## src/hw/flash_rewrite_pkg.sv

```systemverilog
// constants shared by the flash rewrite controller, the device model and the testbench
// assumes a 25 MHz system clock and a device register port with 32-bit words
package flash_rewrite_pkg;

    localparam int CLK_HZ             = 25_000_000;
    localparam int CMD_TIMEOUT_MS     = 100;
    localparam int CMD_TIMEOUT_CYCLES = CMD_TIMEOUT_MS * (CLK_HZ / 1000);

    localparam int ADDR_W  = 8;
    localparam int DATA_W  = 32;
    localparam int FADDR_W = 24;
    localparam int TIMER_W = 24;
    localparam int RETRY_W = 4;
    localparam int PIN_W   = 3;

    // device register offsets
    localparam logic [ADDR_W-1:0] REWRITE_OFS  = 8'h00;
    localparam logic [ADDR_W-1:0] MODE0_OFS    = 8'h04;
    localparam logic [ADDR_W-1:0] MODE1_OFS    = 8'h08;
    localparam logic [ADDR_W-1:0] STATUS_OFS   = 8'h0C;
    localparam logic [ADDR_W-1:0] DF_MODE_OFS  = 8'h10;
    localparam logic [ADDR_W-1:0] CMD_ADDR_OFS = 8'h14;
    localparam logic [ADDR_W-1:0] CMD_DATA_OFS = 8'h18;
    localparam logic [ADDR_W-1:0] CMD_OP_OFS   = 8'h1C;

    // register fields
    localparam logic [DATA_W-1:0] RW_EN_MASK  = 32'h0000_0001;
    localparam logic [DATA_W-1:0] PE_EN_MASK  = 32'h0000_0001;
    localparam logic [DATA_W-1:0] UNLOCK_MASK = 32'h0000_0001;
    localparam logic [DATA_W-1:0] READY_MASK  = 32'h0000_0001;
    localparam logic [DATA_W-1:0] ERROR_MASK  = 32'h0000_0002;
    localparam logic [DATA_W-1:0] ZERO_WORD   = 32'h0000_0000;

    // pin positions in the synchronised group
    localparam int PIN_ABORT = 0;
    localparam int PIN_LOSPD = 1;
    localparam int PIN_LOPWR = 2;

    localparam logic [1:0] OP_PROGRAM = 2'h0;
    localparam logic [1:0] OP_ERASE   = 2'h1;
    localparam logic [1:0] OP_LOCK    = 2'h2;
    localparam logic [1:0] OP_PROTECT = 2'h3;

    localparam logic [2:0] FAIL_NONE    = 3'h0;
    localparam logic [2:0] FAIL_LOWPWR  = 3'h1;
    localparam logic [2:0] FAIL_DFLASH  = 3'h2;
    localparam logic [2:0] FAIL_VECTOR  = 3'h3;
    localparam logic [2:0] FAIL_PROTECT = 3'h4;
    localparam logic [2:0] FAIL_DEVICE  = 3'h5;
    localparam logic [2:0] FAIL_TIMEOUT = 3'h6;
    localparam logic [2:0] FAIL_ABORTS  = 3'h7;

    typedef enum logic [3:0] {
        S_IDLE    = 4'h0,
        S_CHK     = 4'h1,
        S_CHK_RD  = 4'h2,
        S_ENABLE  = 4'h3,
        S_MODE    = 4'h4,
        S_LBD     = 4'h5,
        S_ADDR    = 4'h6,
        S_DATA    = 4'h7,
        S_OP      = 4'h8,
        S_POLL    = 4'h9,
        S_POLL_RD = 4'hA,
        S_ABORT   = 4'hB,
        S_FINISH  = 4'hC,
        S_DF      = 4'hD
    } state_type;

endpackage : flash_rewrite_pkg

```

## src/hw/flash_pin_sync.sv

```systemverilog
// two-flop synchroniser for a group of pins from the device
// assumes each pin is a slow level; bits are not coherent with each other
`timescale 1ns/1ns
`default_nettype none
module flash_pin_sync #(
    parameter int WIDTH = 1
) (
    input  wire logic             clk,
    input  wire logic             nrst,
    input  wire logic             ce,
    input  wire logic [WIDTH-1:0] pin,
    output logic      [WIDTH-1:0] level
);

    typedef struct packed {
        logic [WIDTH-1:0] stage1;
        logic [WIDTH-1:0] stage2;
    } sync_type;

    sync_type q;
    sync_type next_q;

    always_comb
    begin
        next_q.stage1 = pin;
        next_q.stage2 = q.stage1;
    end

    always_ff @(posedge clk or negedge nrst)
    begin
        if (!nrst)
            q <= '0;
        else if (ce)
            q <= next_q;
    end

    assign level = q.stage2;

endmodule : flash_pin_sync
`default_nettype wire

```

## src/hw/flash_rewrite_control.sv

```systemverilog
// host controller that runs flash rewrite commands through the device registers
// assumes a device port that writes on dev_wr and returns read data in the dev_rd cycle
`timescale 1ns/1ns
`default_nettype none
module flash_rewrite_control
    import flash_rewrite_pkg::*;
#(
    parameter int                 TIMEOUT_CYCLES = CMD_TIMEOUT_CYCLES,
    parameter int                 MAX_RETRY      = 2,
    parameter logic [FADDR_W-1:0] CTRL_BLK_LO    = 24'hFF0000,
    parameter logic [FADDR_W-1:0] CTRL_BLK_HI    = 24'hFFFFFF
) (
    input  wire logic               clk,
    input  wire logic               nrst,
    input  wire logic               ce,
    input  wire logic               cmd_valid,
    output logic                    cmd_ready,
    input  wire logic [1:0]         cmd_op,
    input  wire logic               cmd_mode,
    input  wire logic [FADDR_W-1:0] cmd_addr,
    input  wire logic [DATA_W-1:0]  cmd_data,
    input  wire logic               df_req,
    input  wire logic               df_enable,
    output logic                    df_ready,
    input  wire logic               vec_in_ram,
    input  wire logic               rst_req,
    output logic                    done,
    output logic [2:0]              fail,
    output logic                    aborted,
    output logic                    busy,
    output logic                    rewrite_on,
    output logic                    trap_inhibit,
    output logic                    vec_irq_mask,
    output logic                    wdt_allow,
    output logic [ADDR_W-1:0]       dev_addr,
    output logic [DATA_W-1:0]       dev_wdata,
    output logic                    dev_wr,
    output logic                    dev_rd,
    input  wire logic [DATA_W-1:0]  dev_rdata,
    output logic                    dev_reset_n,
    input  wire logic               abort_irq,
    input  wire logic               low_speed,
    input  wire logic               low_power
);

    typedef struct packed {
        state_type          st;
        logic [1:0]         op;
        logic [1:0]         cur_op;
        logic               mode;
        logic [FADDR_W-1:0] addr;
        logic [DATA_W-1:0]  data;
        logic               rw_on;
        logic               recover;
        logic [RETRY_W-1:0] retries;
        logic [TIMER_W-1:0] timer;
        logic [ADDR_W-1:0]  dev_addr;
        logic [DATA_W-1:0]  dev_wdata;
        logic               dev_wr;
        logic               dev_rd;
        logic               dev_reset_n;
        logic               done;
        logic [2:0]         fail;
        logic               aborted;
    } ctrl_type;

    localparam ctrl_type CTRL_RESET = '{st: S_IDLE, dev_reset_n: 1'b1, default: '0};

    ctrl_type         q;
    ctrl_type         next_q;
    logic [PIN_W-1:0] pins_s;
    logic             abort_s;
    logic             low_s;
    logic             in_ctrl;
    logic             dev_ready;

    flash_pin_sync #(
        .WIDTH (PIN_W)
    ) u_pin_sync (
        .clk   (clk),
        .nrst  (nrst),
        .ce    (ce),
        .pin   ({low_power, low_speed, abort_irq}),
        .level (pins_s)
    );

    assign abort_s   = pins_s[PIN_ABORT];
    assign low_s     = pins_s[PIN_LOSPD] | pins_s[PIN_LOPWR];
    assign in_ctrl   = (cmd_addr >= CTRL_BLK_LO) && (cmd_addr <= CTRL_BLK_HI);
    assign dev_ready = (dev_rdata & READY_MASK) != ZERO_WORD;

    always_comb
    begin
        next_q             = q;
        next_q.dev_wr      = 1'b0;
        next_q.dev_rd      = 1'b0;
        next_q.done        = 1'b0;
        next_q.dev_reset_n = !(rst_req && !q.rw_on);
        case (q.st)
            S_IDLE:
            begin
                if (cmd_valid)
                begin
                    next_q.op      = cmd_op;
                    next_q.cur_op  = cmd_op;
                    next_q.mode    = cmd_mode;
                    next_q.addr    = cmd_addr;
                    next_q.data    = cmd_data;
                    next_q.retries = '0;
                    next_q.recover = 1'b0;
                    next_q.aborted = 1'b0;
                    next_q.fail    = FAIL_NONE;
                    if (low_s)
                    begin
                        next_q.fail = FAIL_LOWPWR;
                        next_q.done = 1'b1;
                    end
                    else if (!cmd_mode && !vec_in_ram)
                    begin
                        next_q.fail = FAIL_VECTOR;
                        next_q.done = 1'b1;
                    end
                    else if (cmd_mode && in_ctrl)
                    begin
                        next_q.fail = FAIL_PROTECT;
                        next_q.done = 1'b1;
                    end
                    else
                        next_q.st = S_CHK;
                end
                else if (df_req)
                    next_q.st = S_DF;
            end
            S_DF:
            begin
                // only reachable from idle, so rewrite mode is off
                next_q.dev_wr    = 1'b1;
                next_q.dev_addr  = DF_MODE_OFS;
                next_q.dev_wdata = df_enable ? PE_EN_MASK : ZERO_WORD;
                next_q.done      = 1'b1;
                next_q.st        = S_IDLE;
            end
            S_CHK:
            begin
                next_q.dev_rd   = 1'b1;
                next_q.dev_addr = DF_MODE_OFS;
                next_q.st       = S_CHK_RD;
            end
            S_CHK_RD:
            begin
                if ((dev_rdata & PE_EN_MASK) != ZERO_WORD)
                begin
                    next_q.fail = FAIL_DFLASH;
                    next_q.done = 1'b1;
                    next_q.st   = S_IDLE;
                end
                else
                    next_q.st = S_ENABLE;
            end
            S_ENABLE:
            begin
                next_q.dev_wr    = 1'b1;
                next_q.dev_addr  = REWRITE_OFS;
                next_q.dev_wdata = RW_EN_MASK;
                next_q.rw_on     = 1'b1;
                next_q.st        = S_MODE;
            end
            S_MODE:
            begin
                next_q.dev_wr    = 1'b1;
                next_q.dev_addr  = MODE0_OFS;
                next_q.dev_wdata = q.mode ? PE_EN_MASK : ZERO_WORD;
                next_q.st        = q.recover ? S_LBD : S_ADDR;
            end
            S_LBD:
            begin
                // lock bits of an interrupted erase are unknown, so unlock
                next_q.dev_wr    = 1'b1;
                next_q.dev_addr  = MODE1_OFS;
                next_q.dev_wdata = UNLOCK_MASK;
                next_q.st        = S_ADDR;
            end
            S_ADDR:
            begin
                next_q.dev_wr    = 1'b1;
                next_q.dev_addr  = CMD_ADDR_OFS;
                next_q.dev_wdata = DATA_W'(q.addr);
                next_q.st        = S_DATA;
            end
            S_DATA:
            begin
                next_q.dev_wr    = 1'b1;
                next_q.dev_addr  = CMD_DATA_OFS;
                next_q.dev_wdata = q.data;
                next_q.st        = S_OP;
            end
            S_OP:
            begin
                next_q.dev_wr    = 1'b1;
                next_q.dev_addr  = CMD_OP_OFS;
                next_q.dev_wdata = DATA_W'(q.cur_op);
                next_q.timer     = TIMER_W'(TIMEOUT_CYCLES);
                next_q.st        = S_POLL;
            end
            S_POLL:
            begin
                next_q.dev_rd   = 1'b1;
                next_q.dev_addr = STATUS_OFS;
                next_q.st       = S_POLL_RD;
            end
            S_POLL_RD:
            begin
                if (dev_ready)
                begin
                    if ((dev_rdata & ERROR_MASK) != ZERO_WORD)
                    begin
                        next_q.fail = FAIL_DEVICE;
                        next_q.st   = S_FINISH;
                    end
                    else if (q.recover && (q.cur_op != q.op))
                    begin
                        next_q.cur_op  = q.op;
                        next_q.recover = 1'b0;
                        next_q.st      = S_ADDR;
                    end
                    else
                    begin
                        next_q.recover = 1'b0;
                        next_q.st      = S_FINISH;
                    end
                end
                else if (q.timer == '0)
                begin
                    next_q.fail = FAIL_TIMEOUT;
                    next_q.st   = S_FINISH;
                end
                else
                begin
                    next_q.timer = q.timer - 1'b1;
                    next_q.st    = S_POLL;
                end
            end
            S_ABORT:
            begin
                // device is in read array mode until the interrupt is gone
                if (!abort_s)
                begin
                    if (q.retries == RETRY_W'(MAX_RETRY))
                    begin
                        next_q.fail = FAIL_ABORTS;
                        next_q.st   = S_FINISH;
                    end
                    else
                    begin
                        next_q.retries = q.retries + 1'b1;
                        next_q.recover = 1'b1;
                        next_q.cur_op  = OP_ERASE;
                        next_q.st      = S_MODE;
                    end
                end
            end
            S_FINISH:
            begin
                next_q.dev_wr    = 1'b1;
                next_q.dev_addr  = REWRITE_OFS;
                next_q.dev_wdata = ZERO_WORD;
                next_q.rw_on     = 1'b0;
                next_q.done      = 1'b1;
                next_q.st        = S_IDLE;
            end
            default:
                next_q.st = S_IDLE;
        endcase
        // mode register 0 and ready status are lost, the sequence restarts;
        // a ready read just before the synchronised abort must not end the command
        if (abort_s && q.rw_on && (q.st != S_ABORT) && ((q.st != S_FINISH) || (q.fail == FAIL_NONE)))
        begin
            next_q.st      = S_ABORT;
            next_q.aborted = 1'b1;
            next_q.rw_on   = 1'b1;
            next_q.done    = 1'b0;
            next_q.dev_wr  = 1'b0;
            next_q.dev_rd  = 1'b0;
        end
    end

    always_ff @(posedge clk or negedge nrst)
    begin
        if (!nrst)
            q <= CTRL_RESET;
        else if (ce)
            q <= next_q;
    end

    assign cmd_ready    = ce && (q.st == S_IDLE);
    assign df_ready     = ce && (q.st == S_IDLE) && !cmd_valid;
    assign done         = q.done;
    assign fail         = q.fail;
    assign aborted      = q.aborted;
    assign busy         = q.st != S_IDLE;
    assign rewrite_on   = q.rw_on;
    assign trap_inhibit = q.rw_on && !q.mode;
    assign vec_irq_mask = q.rw_on && q.mode;
    assign wdt_allow    = !(q.rw_on && q.mode);
    assign dev_addr     = q.dev_addr;
    assign dev_wdata    = q.dev_wdata;
    assign dev_wr       = q.dev_wr;
    assign dev_rd       = q.dev_rd;
    assign dev_reset_n  = q.dev_reset_n;
endmodule : flash_rewrite_control
`default_nettype wire

```

## config.mk

```make
export PLATFORM = sky130hd
export DESIGN_NAME = flash_rewrite_control
export DESIGN_NICKNAME = d
export VERILOG_FILES = /design/src/hw/flash_rewrite_pkg.sv /design/src/hw/flash_pin_sync.sv /design/src/hw/flash_rewrite_control.sv
export SDC_FILE = /design/constraint.sdc
export NUM_CORES = 1
export LEC_CHECK = 0
export BUFFER_PORTS_ARGS = -buffer_cell sky130_fd_sc_hd__buf_4
export CAP_MARGIN = 20
export CORE_UTILIZATION = 30
export DETAILED_ROUTE_END_ITERATION = 16
export HOLD_SLACK_MARGIN = 0.08
export REMOVE_ABC_BUFFERS = 1
export SKIP_LAST_GASP = 1
export SYNTH_ARGS = -nofsm -noshare
export SYNTH_HDL_FRONTEND = slang
export SYNTH_HIERARCHICAL = 1
export SYNTH_SLANG_ARGS = --single-unit
```

## constraint.sdc

```tcl
create_clock -name clk -period 3.6 [get_ports clk]
set_input_delay 0.54 -clock clk [delete_from_list [all_inputs] [get_ports clk]]
set_output_delay 0.54 -clock clk [all_outputs]
set_load 0.005 [all_outputs]
```

Word-level counts from Yosys, hierarchy flattened
Index checks and enable logic that the tools add are counted.

word-level totals
  bits in registers = 149
  latch bits = 0
  bits in writable memories = 0
  bits in read-only memories = 0
  bits of input ports = 102
  word-level logic and storage cells = 163
  memories kept = 0

operators by class
  $add $sub $neg = 2
  $mul = 0
  div/mod/pow operators = 0
  $lt $le $gt $ge = 2
  eq/ne operators = 34
  shifts and indexed selects = 0
  mux-type cells = 55
  bitwise logic cells = 1
  reduce and logical (&&, ||, !) cells = 49

operator list
  cell                                                number
  one-hot mux 33 bit (7 select lines)                 1
  one-hot mux 8 bit (8 select lines)                  1
  two-way mux 4 bit                                   15
  two-way mux 59 bit                                  1
  two-way mux 24 bit                                  2
  one-hot mux 24 bit (2 select lines)                 1
  one-hot mux 4 bit (12 select lines)                 1
  == test 4 bit, second input constant                6
  >= comparator 24 bit, second input constant         1
  <= comparator 24 bit, second input constant         1
  zero test 24 bit                                    1
  != test 4 bit, second input constant                6
  subtractor 24 x 1 -> 24 bit, second input constant  1
  two-way mux 5 bit                                   4
  != test 2 bit, second input constant                10
  two-way mux 3 bit                                   6
  == test 4 x 3 -> 1 bit, second input constant       4
  two-way mux 2 bit                                   8
  AND reduction 8 bit                                 2
  == test 4 x 2 -> 1 bit, second input constant       3
  logical AND 1 bit                                   12
  one-hot mux 3 bit (4 select lines)                  1
  OR reduction 2 bit                                  5
  two-way mux 1 bit                                   9
  24 further kinds                                    41

Depth between registers and ports, before layout
Gate-level depths: netlist of run 1.

  depth in word-level cells = 9
  mapped depth = 9
  gate-level depth less buffers = 7

Hierarchy
Netlist of run 1, hierarchy kept.

modules (own cells, without submodules)
  module                 times used  cells an instance  area an instance (um^2)
  flash_rewrite_control  1           668                6856.6
  flash_pin_sync         1           13                 251.5

Least setup slack after synthesis of run 1
No wires, ideal clock.

  path type = register to register
  start = register q[53] in the netlist's numbering
  end = register q[48] in the netlist's numbering
  library setup time = 0.121 ns
  arrival = 2.555 ns
  slack = 0.924 ns
  cell stages (with the launch flop) = 8
  buffers on the path = 2
  period minus slack after synthesis = 2.676 ns
  cell sequence = dfrtp_1 or4_1 buf_2 or4_4 buf_2 nor4b_2 mux2_2 a22o_1

between the ends
  word-level cells in the longest chain between the ends = 3

ends and longest elaborated chain
  item                                  line                          text
  from (decl)                           flash_rewrite_control.sv:69   ctrl_type q;
  from (signal assigned)                flash_rewrite_control.sv:292  q <= next_q;
  zero test 24 bit                      flash_rewrite_control.sv:232  else if (q.timer == '0)
  != test 2 bit (no source line)        --
  AND reduction 4 bit (no source line)  --

No other way between the ends.
A chain may end at the register's enable or synchronous reset.

Final worst setup path of run 1
  start = register q[52] in the netlist's numbering
  end = register q (netlist bit fail[0])

between the ends
  word-level cells in the longest chain between the ends = 3

ends and longest elaborated chain
  item                                  line
  zero test 24 bit                      flash_rewrite_control.sv:232
  != test 3 bit (no source line)        --
  AND reduction 8 bit (no source line)  --

No other way between the ends.

==> impl_metrics.env, run 1 <==
export IMPL_coreArea_um2=22900
export IMPL_synthTopCellsByArea="dfrtp_1 (50%), mux2_2 (10%), buf_4 (4.5%)"
export IMPL_syn_inst=681
export IMPL_grt_pass1_wl_um=27800
export IMPL_grt_pass1_vias=5281
export IMPL_hp_class="input port to asynchronous set/reset pin"
export IMPL_drt_first_pass_iters=4
export IMPL_critical_path_arrival_ps=3230
export IMPL_path_buf_inv=0
export IMPL_crit_path_end_kind="flip-flop"
export IMPL_cp_cell_sequence="or4_1 -> or4_4 -> o31a_1 -> nor4_4 -> mux2_1"
export IMPL_io_buffer_count=121
export IMPL_outcome="finished clean"
export IMPL_yosysMostFrequentCell="dfrtp_1"
export IMPL_clk_pin_slew_ps=60
export IMPL_ys_types=61
export IMPL_power_leakage_nw=3.84
export IMPL_cts_resized=0
export IMPL_rows=55
export IMPL_avgSynthCellArea_um2=10.4
export IMPL_dpl_hpwl_um=11200
export IMPL_place_area_um2=8060
export IMPL_cts_root_buf="clkbuf_16"
export IMPL_yosysSeqAreaShare_pct=50.7
export IMPL_relSlewSlack_pct=35.7
export IMPL_hold_viol_final=0
export IMPL_path_delay_family="simple AND/OR/NAND/NOR gates"
export IMPL_cts_setup_buffers=0
export IMPL_synth_top_area_cell="dfrtp_1"
export IMPL_synth_top_cells_by_count="dfrtp_1 (143), nand2_1 (76), mux2_2 (65)"
export IMPL_grt_max_degree=79
export IMPL_hold_buffers=0
export IMPL_tightest_slew_ps=960
export IMPL_synth_edf_count=0
export IMPL_final_max_slew_violation_count=0
export IMPL_cts_sinks=144
export IMPL_synth_top_area_share_pct=50.3
export IMPL_h_tree_depth=4
export IMPL_routed_wl_um=16900
export IMPL_clkLatencyLatePin_ps=420
export IMPL_async_reset_ff_share_pct=100
export IMPL_fp_dieW_um=156
export IMPL_gp_congestion=0.840
export IMPL_layout_worst_path_cycle_share_pct=81.4
export IMPL_required_ps=3900
export IMPL_ys_warn_count=6
export IMPL_start_util_pct=31.0
export IMPL_synth_seq_cells=144
export IMPL_rsz0062_at_grt="false"
export IMPL_die_h_um=156
export IMPL_synth_area_um2=7110
export IMPL_antenna_found_initial=0
export IMPL_gr_total_overflow=0
export IMPL_die_area_um2=24300
export IMPL_cts_tree="built"
export IMPL_critPathSlowestCell="or4_1"
export IMPL_critPathMaxFanout=12
export IMPL_drtIter0Drc=305
export IMPL_n_antenna_cell=0
export IMPL_grt_use_total_pct=14.9
export IMPL_max_vdd_ir_drop_uv=354
export IMPL_ant_nets=0
export IMPL_vias_per_cell=4.86
export IMPL_setup_viol_count_final=0
export IMPL_criticalPathCategory="flip-flop to flip-flop"
export IMPL_nets=861
export IMPL_clock_path_buffers=2
export IMPL_final_design_area_no_fill_um2=8720
export IMPL_max_cap_violations=0
export IMPL_finalCriticalPeriod_ps=2930
export IMPL_n_fill_cell=2282
export IMPL_synthToLayoutAreaGrowth_pct=22.7
export IMPL_fmax_ghz=0.341
export IMPL_finClkSkew_ps=10.5
export IMPL_via_count=5256
export IMPL_drive_gt1_share_pct=32.6
export IMPL_num_io_pins=157
export IMPL_drc=0
export IMPL_wl_per_cell_um=15.6
export IMPL_ys_flop_type="dfrtp_1"
export IMPL_slowest_delay_ps=680
export IMPL_cts_made_buffers=17
export IMPL_pwr_density_cell_nw_per_um2=766
export IMPL_finalSetupTns_ps=0
export IMPL_setup_worst_path_start_class="flip-flop"
sequential cells by signal, indices dropped and copies added, names as in the netlist:
name	cells
dev_wr	1
u_pin_sync/level	3
rewrite_on	1
dev_addr	3
done	1
fail	3
dev_wdata	32
u_pin_sync/next_q	3
q	94
dev_rd	1
aborted	1
dev_reset_n	1
metal layers:
| metal | up-vias | share of wire (%) | track usage, % |
|---|---|---|---|
| li1 | 2534 | - | - |
| met5 | - | 0 | 0 |
| met1 | 2563 | 45 | 19.2 |
| met4 | 0 | 1.2 | 4.58 |
| met3 | 17 | 6.5 | 4.78 |
| met2 | 142 | 47 | 23.6 |
placed cells by master, fill, tap and decap left out, types with 3 or more instances in the layout:
cell	Yosys	final
mux2i_1	4	4
or3_1	12	12
bufinv_16	0	5
nand4_1	7	7
clkbuf_16	0	17
nand3b_1	3	3
nor2b_1	6	6
nor3_1	17	16
nand3_1	15	15
xnor2_1	4	4
a31oi_1	6	6
mux2_2	65	65
clkinvlp_4	0	3
nand2b_1	10	10
o211ai_1	6	6
o21ai_0	50	50
nor2_1	27	25
o31ai_1	4	4
nor4_1	7	7
or4_1	8	8
a21oi_1	22	22
nand2_1	76	74
inv_6	0	5
xor2_1	9	9
a22oi_1	22	22
mux2_4	6	6
dfrtp_1	143	143
and3_1	3	3
o21a_1	3	3
o22ai_1	5	5
ha_1	4	4
buf_4	43	135
inv_1	15	15
conb_1	1	5
through the flow:
stage	hold slack [ps]	instances	util, %	worst slack (ps)	power (W)
2_1_floorplan	244	600	-	437	0.00391
6_report	130	1081	38.1	669	0.00668
4_1_cts	182	1081	38.1	674	0.00675
5_1_grt	213	1081	38.1	494	0.00716
3_5_place_dp	471	1049	35.2	688	0.00475
3_3_place_gp	463	1049	35.2	699	0.00470
power breakdown:
part	leakage (nW)	switching, W	total [W]	internal (W)
clock	0.311	0.000723	0.00196	0.00124
sequential	1.82	0.000427	0.00265	0.00222
combinational	1.71	0.00107	0.00207	0.000997
total	3.84	0.00222	0.00668	0.00446
cell families after synthesis:
family,after synthesis,share of synthesized area [%]
and+or+nand+nor,200,14.2
AOI/OAI and AO/OA,142,12.6
other,1,0.0528
buffers and inverters,100,7.69
xor gates and xnor gates,13,1.60
DFF,144,50.7
adders and majority gates,4,0.704
muxes,77,12.4
area by class of cell:
cell class	count	area, um2	share of cell area, %
Clock buffer	17	425	4.88
Clock inverter	15	230	2.64
Sequential cell	144	3600	41.3
Inverter	15	56.3	0.646
Timing Repair Buffer	136	1020	11.8
Tap cell	313	392	4.49
Multi-Input combinational cell	441	2990	34.3
worst reg2reg max path: cells and delay by family (launching register included):
kind | cells | cell delay (ps)
flops | 1 | 400
compound gates | 1 | 380
simple gates | 3 | 1680
mux | 1 | 350
worst paths after layout:
path | start | end | slack (ps) | cells past startpoint
max | q[52] | fail[0] | 670 | 5
min in group clk | rst_req | dev_reset_n | 270 | 2
max in group asynchronous | nrst | dev_wdata[11] | 2600 | 2
min | nrst | q[117] | 130 | 1
min reg2reg | dev_wdata[31] | dev_wdata[31] | 480 | 2
max reg2reg | q[52] | fail[0] | 670 | 5
Power figures use the tool's default switching activity.
==> inputs of run 2 (changes only) <==
==> constraint.sdc (replaced) <==
create_clock -name clk -period 2.9 [get_ports clk]
set_input_delay 0.435 -clock clk [delete_from_list [all_inputs] [get_ports clk]]
set_output_delay 0.435 -clock clk [all_outputs]
set_load 0.005 [all_outputs]
==> run 2 against run 1 <==
Net effect: critical path type unchanged; final area barely moved; register-to-register slack worse by 540 ps; non-clock buffer count up 10.
==> impl_metrics.env, run 2 (same netlist as run 1, synthesis figures left out) <==
export IMPL_layout_worst_path_cycle_share_pct=95.7
export IMPL_power_leakage_nw=3.84
export IMPL_vias_per_cell=4.87
export IMPL_crit_path_end_kind="flip-flop"
export IMPL_criticalPathCategory="flip-flop to flip-flop"
export IMPL_hold_viol_final=0
export IMPL_p_sw_share_pct=34.6
export IMPL_place_area_um2=8160
export IMPL_ant_nets=0
export IMPL_fmax_ghz=0.360
export IMPL_drive_gt1_share_pct=33.0
export IMPL_num_io_pins=157
export IMPL_cts_root_buf="clkbuf_16"
export IMPL_setup_worst_path_start_class="flip-flop"
export IMPL_finalSetupTns_ps=0
export IMPL_tightest_slew_ps=676
export IMPL_seqPwrFrac_pct=41.4
export IMPL_rsz0062_at_grt="false"
export IMPL_critPathMaxFanout=6
export IMPL_outcome="finished clean"
export IMPL_finClkSkew_ps=12.0
export IMPL_synthToLayoutAreaGrowth_pct=22.7
export IMPL_gr_total_overflow=0
export IMPL_p_int_w=0.00522
export IMPL_h_tree_depth=4
export IMPL_nets=871
export IMPL_setup_viol_count_final=0
export IMPL_grt_pass1_wl_um=27800
export IMPL_grt_use_total_pct=14.8
export IMPL_finalCriticalPeriod_ps=2780
export IMPL_total_power_w=0.00798
export IMPL_critical_path_arrival_ps=3070
export IMPL_p_clk_share_pct=25.7
export IMPL_fp_dieW_um=156
export IMPL_final_max_slew_violation_count=0
export IMPL_hp_class="input port to flip-flop"
export IMPL_rows=55
export IMPL_final_cell_mix="dfrtp_1 (143), buf_4 (141), nand2_1 (74)"
export IMPL_die_area_um2=24300
export IMPL_routed_wl_um=17300
export IMPL_relSlewSlack_pct=54.5
export IMPL_p_comb_share_pct=32.9
export IMPL_wl_per_cell_um=15.8
export IMPL_antenna_found_initial=0
export IMPL_grt_pass1_vias=5313
export IMPL_cts_tree="built"
export IMPL_drt_first_pass_iters=4
export IMPL_clkLatencyLatePin_ps=420
export IMPL_drtIter0Drc=386
export IMPL_max_vdd_ir_drop_uv=427
export IMPL_cts_resized=0
export IMPL_hold_buffers=1
export IMPL_regMostFlops="q"
export IMPL_io_buffer_count=121
export IMPL_grt_max_degree=64
export IMPL_max_cap_violations=0
export IMPL_pwr_density_cell_nw_per_um2=916
export IMPL_via_count=5310
export IMPL_clk_pin_slew_ps=60
export IMPL_final_design_area_no_fill_um2=8720
export IMPL_gp_congestion=0.806
export IMPL_n_antenna_cell=0
export IMPL_final_common_cell="dfrtp_1"
export IMPL_drc=0
export IMPL_largest_reg_flops=94
export IMPL_required_ps=3200
export IMPL_dpl_hpwl_um=11800
export IMPL_clock_path_buffers=2
export IMPL_coreArea_um2=22900
export IMPL_die_h_um=156
export IMPL_cts_made_buffers=17
export IMPL_p_sw_w=0.00276
export IMPL_cts_sinks=144
export IMPL_start_util_pct=31.0
export IMPL_cts_setup_buffers=0
[run 2: cell types whose count changed in the layout (fill, tap and decap cells not counted), sizes merged, moves of 3 or more]
cell	change
buf	+9
bufinv	-4
clkinv	+4
clkinvlp	+3
inv	-4
[run 2: path summary, 6_finish.rpt]
check	start	endpoint	slack, ps	depth (start not counted)
hold / removal	rst_req	dev_reset_n	170	2
setup / recovery	q[58]	fail[0]	120	5
hold reg to reg	dev_wdata[28]	dev_wdata[28]	480	2
setup reg to reg	q[58]	fail[0]	120	5
min in group asynchronous	nrst	q[90]	560	2
max in group asynchronous	nrst	q[112]	1620	3
[run 2: cell type report]
cell class / instances / area [um2]
Timing Repair Buffer: 146 / 1140
Fill cell: 2255 / 14200
Clock inverter: 14 / 118
Multi-Input combinational cell: 441 / 2980
Tap cell: 313 / 392
Clock buffer: 18 / 429
Inverter: 15 / 56.3
Sequential cell: 144 / 3600
[run 2: layer usage]
| layer | global-route usage (%) | share of wire [%] | vias to the layer above | wire length (um) |
|---|---|---|---|---|
| met3 | 4.00 | 6.4 | 16 | 1110 |
| met5 | 0 | 0 | - | 0 |
| li1 | - | - | 2565 | - |
| met4 | 5.23 | 1.6 | 0 | 281 |
| met2 | 23.3 | 46 | 149 | 8030 |
| met1 | 19.4 | 45 | 2580 | 7860 |
[run 2: stage by stage]
stage | std cells | worst slack [ps] | utilization (%) | hold slack, ps
floorplan | 600 | -263 | - | 139
global placement | 1058 | 176 | 35.6 | 450
detailed placement | 1058 | 148 | 35.6 | 452
CTS | 1091 | 128 | 38.1 | 150
global route | 1091 | 0.0890 | 38.1 | 162
finish | 1091 | 125 | 38.1 | 167
[run 2: power groups by stage]
stage | Combinational, W | Clock [W] | Sequential (W)
finish | 0.00263 | 0.00205 | 0.00331
detailed placement | 0.00264 | 0 | 0.00333
CTS | 0.00265 | 0.00211 | 0.00330
global route | 0.00293 | 0.00218 | 0.00342
floorplan | 0.00157 | 0 | 0.00328
global placement | 0.00260 | 0 | 0.00330
[run 2: critical path: stages, from the launching register on]
cell,delay (ps)
dfrtp_1,420
or4_1,530
or4_4,590
o31a_1,370
nor4_4,390
mux2_1,360
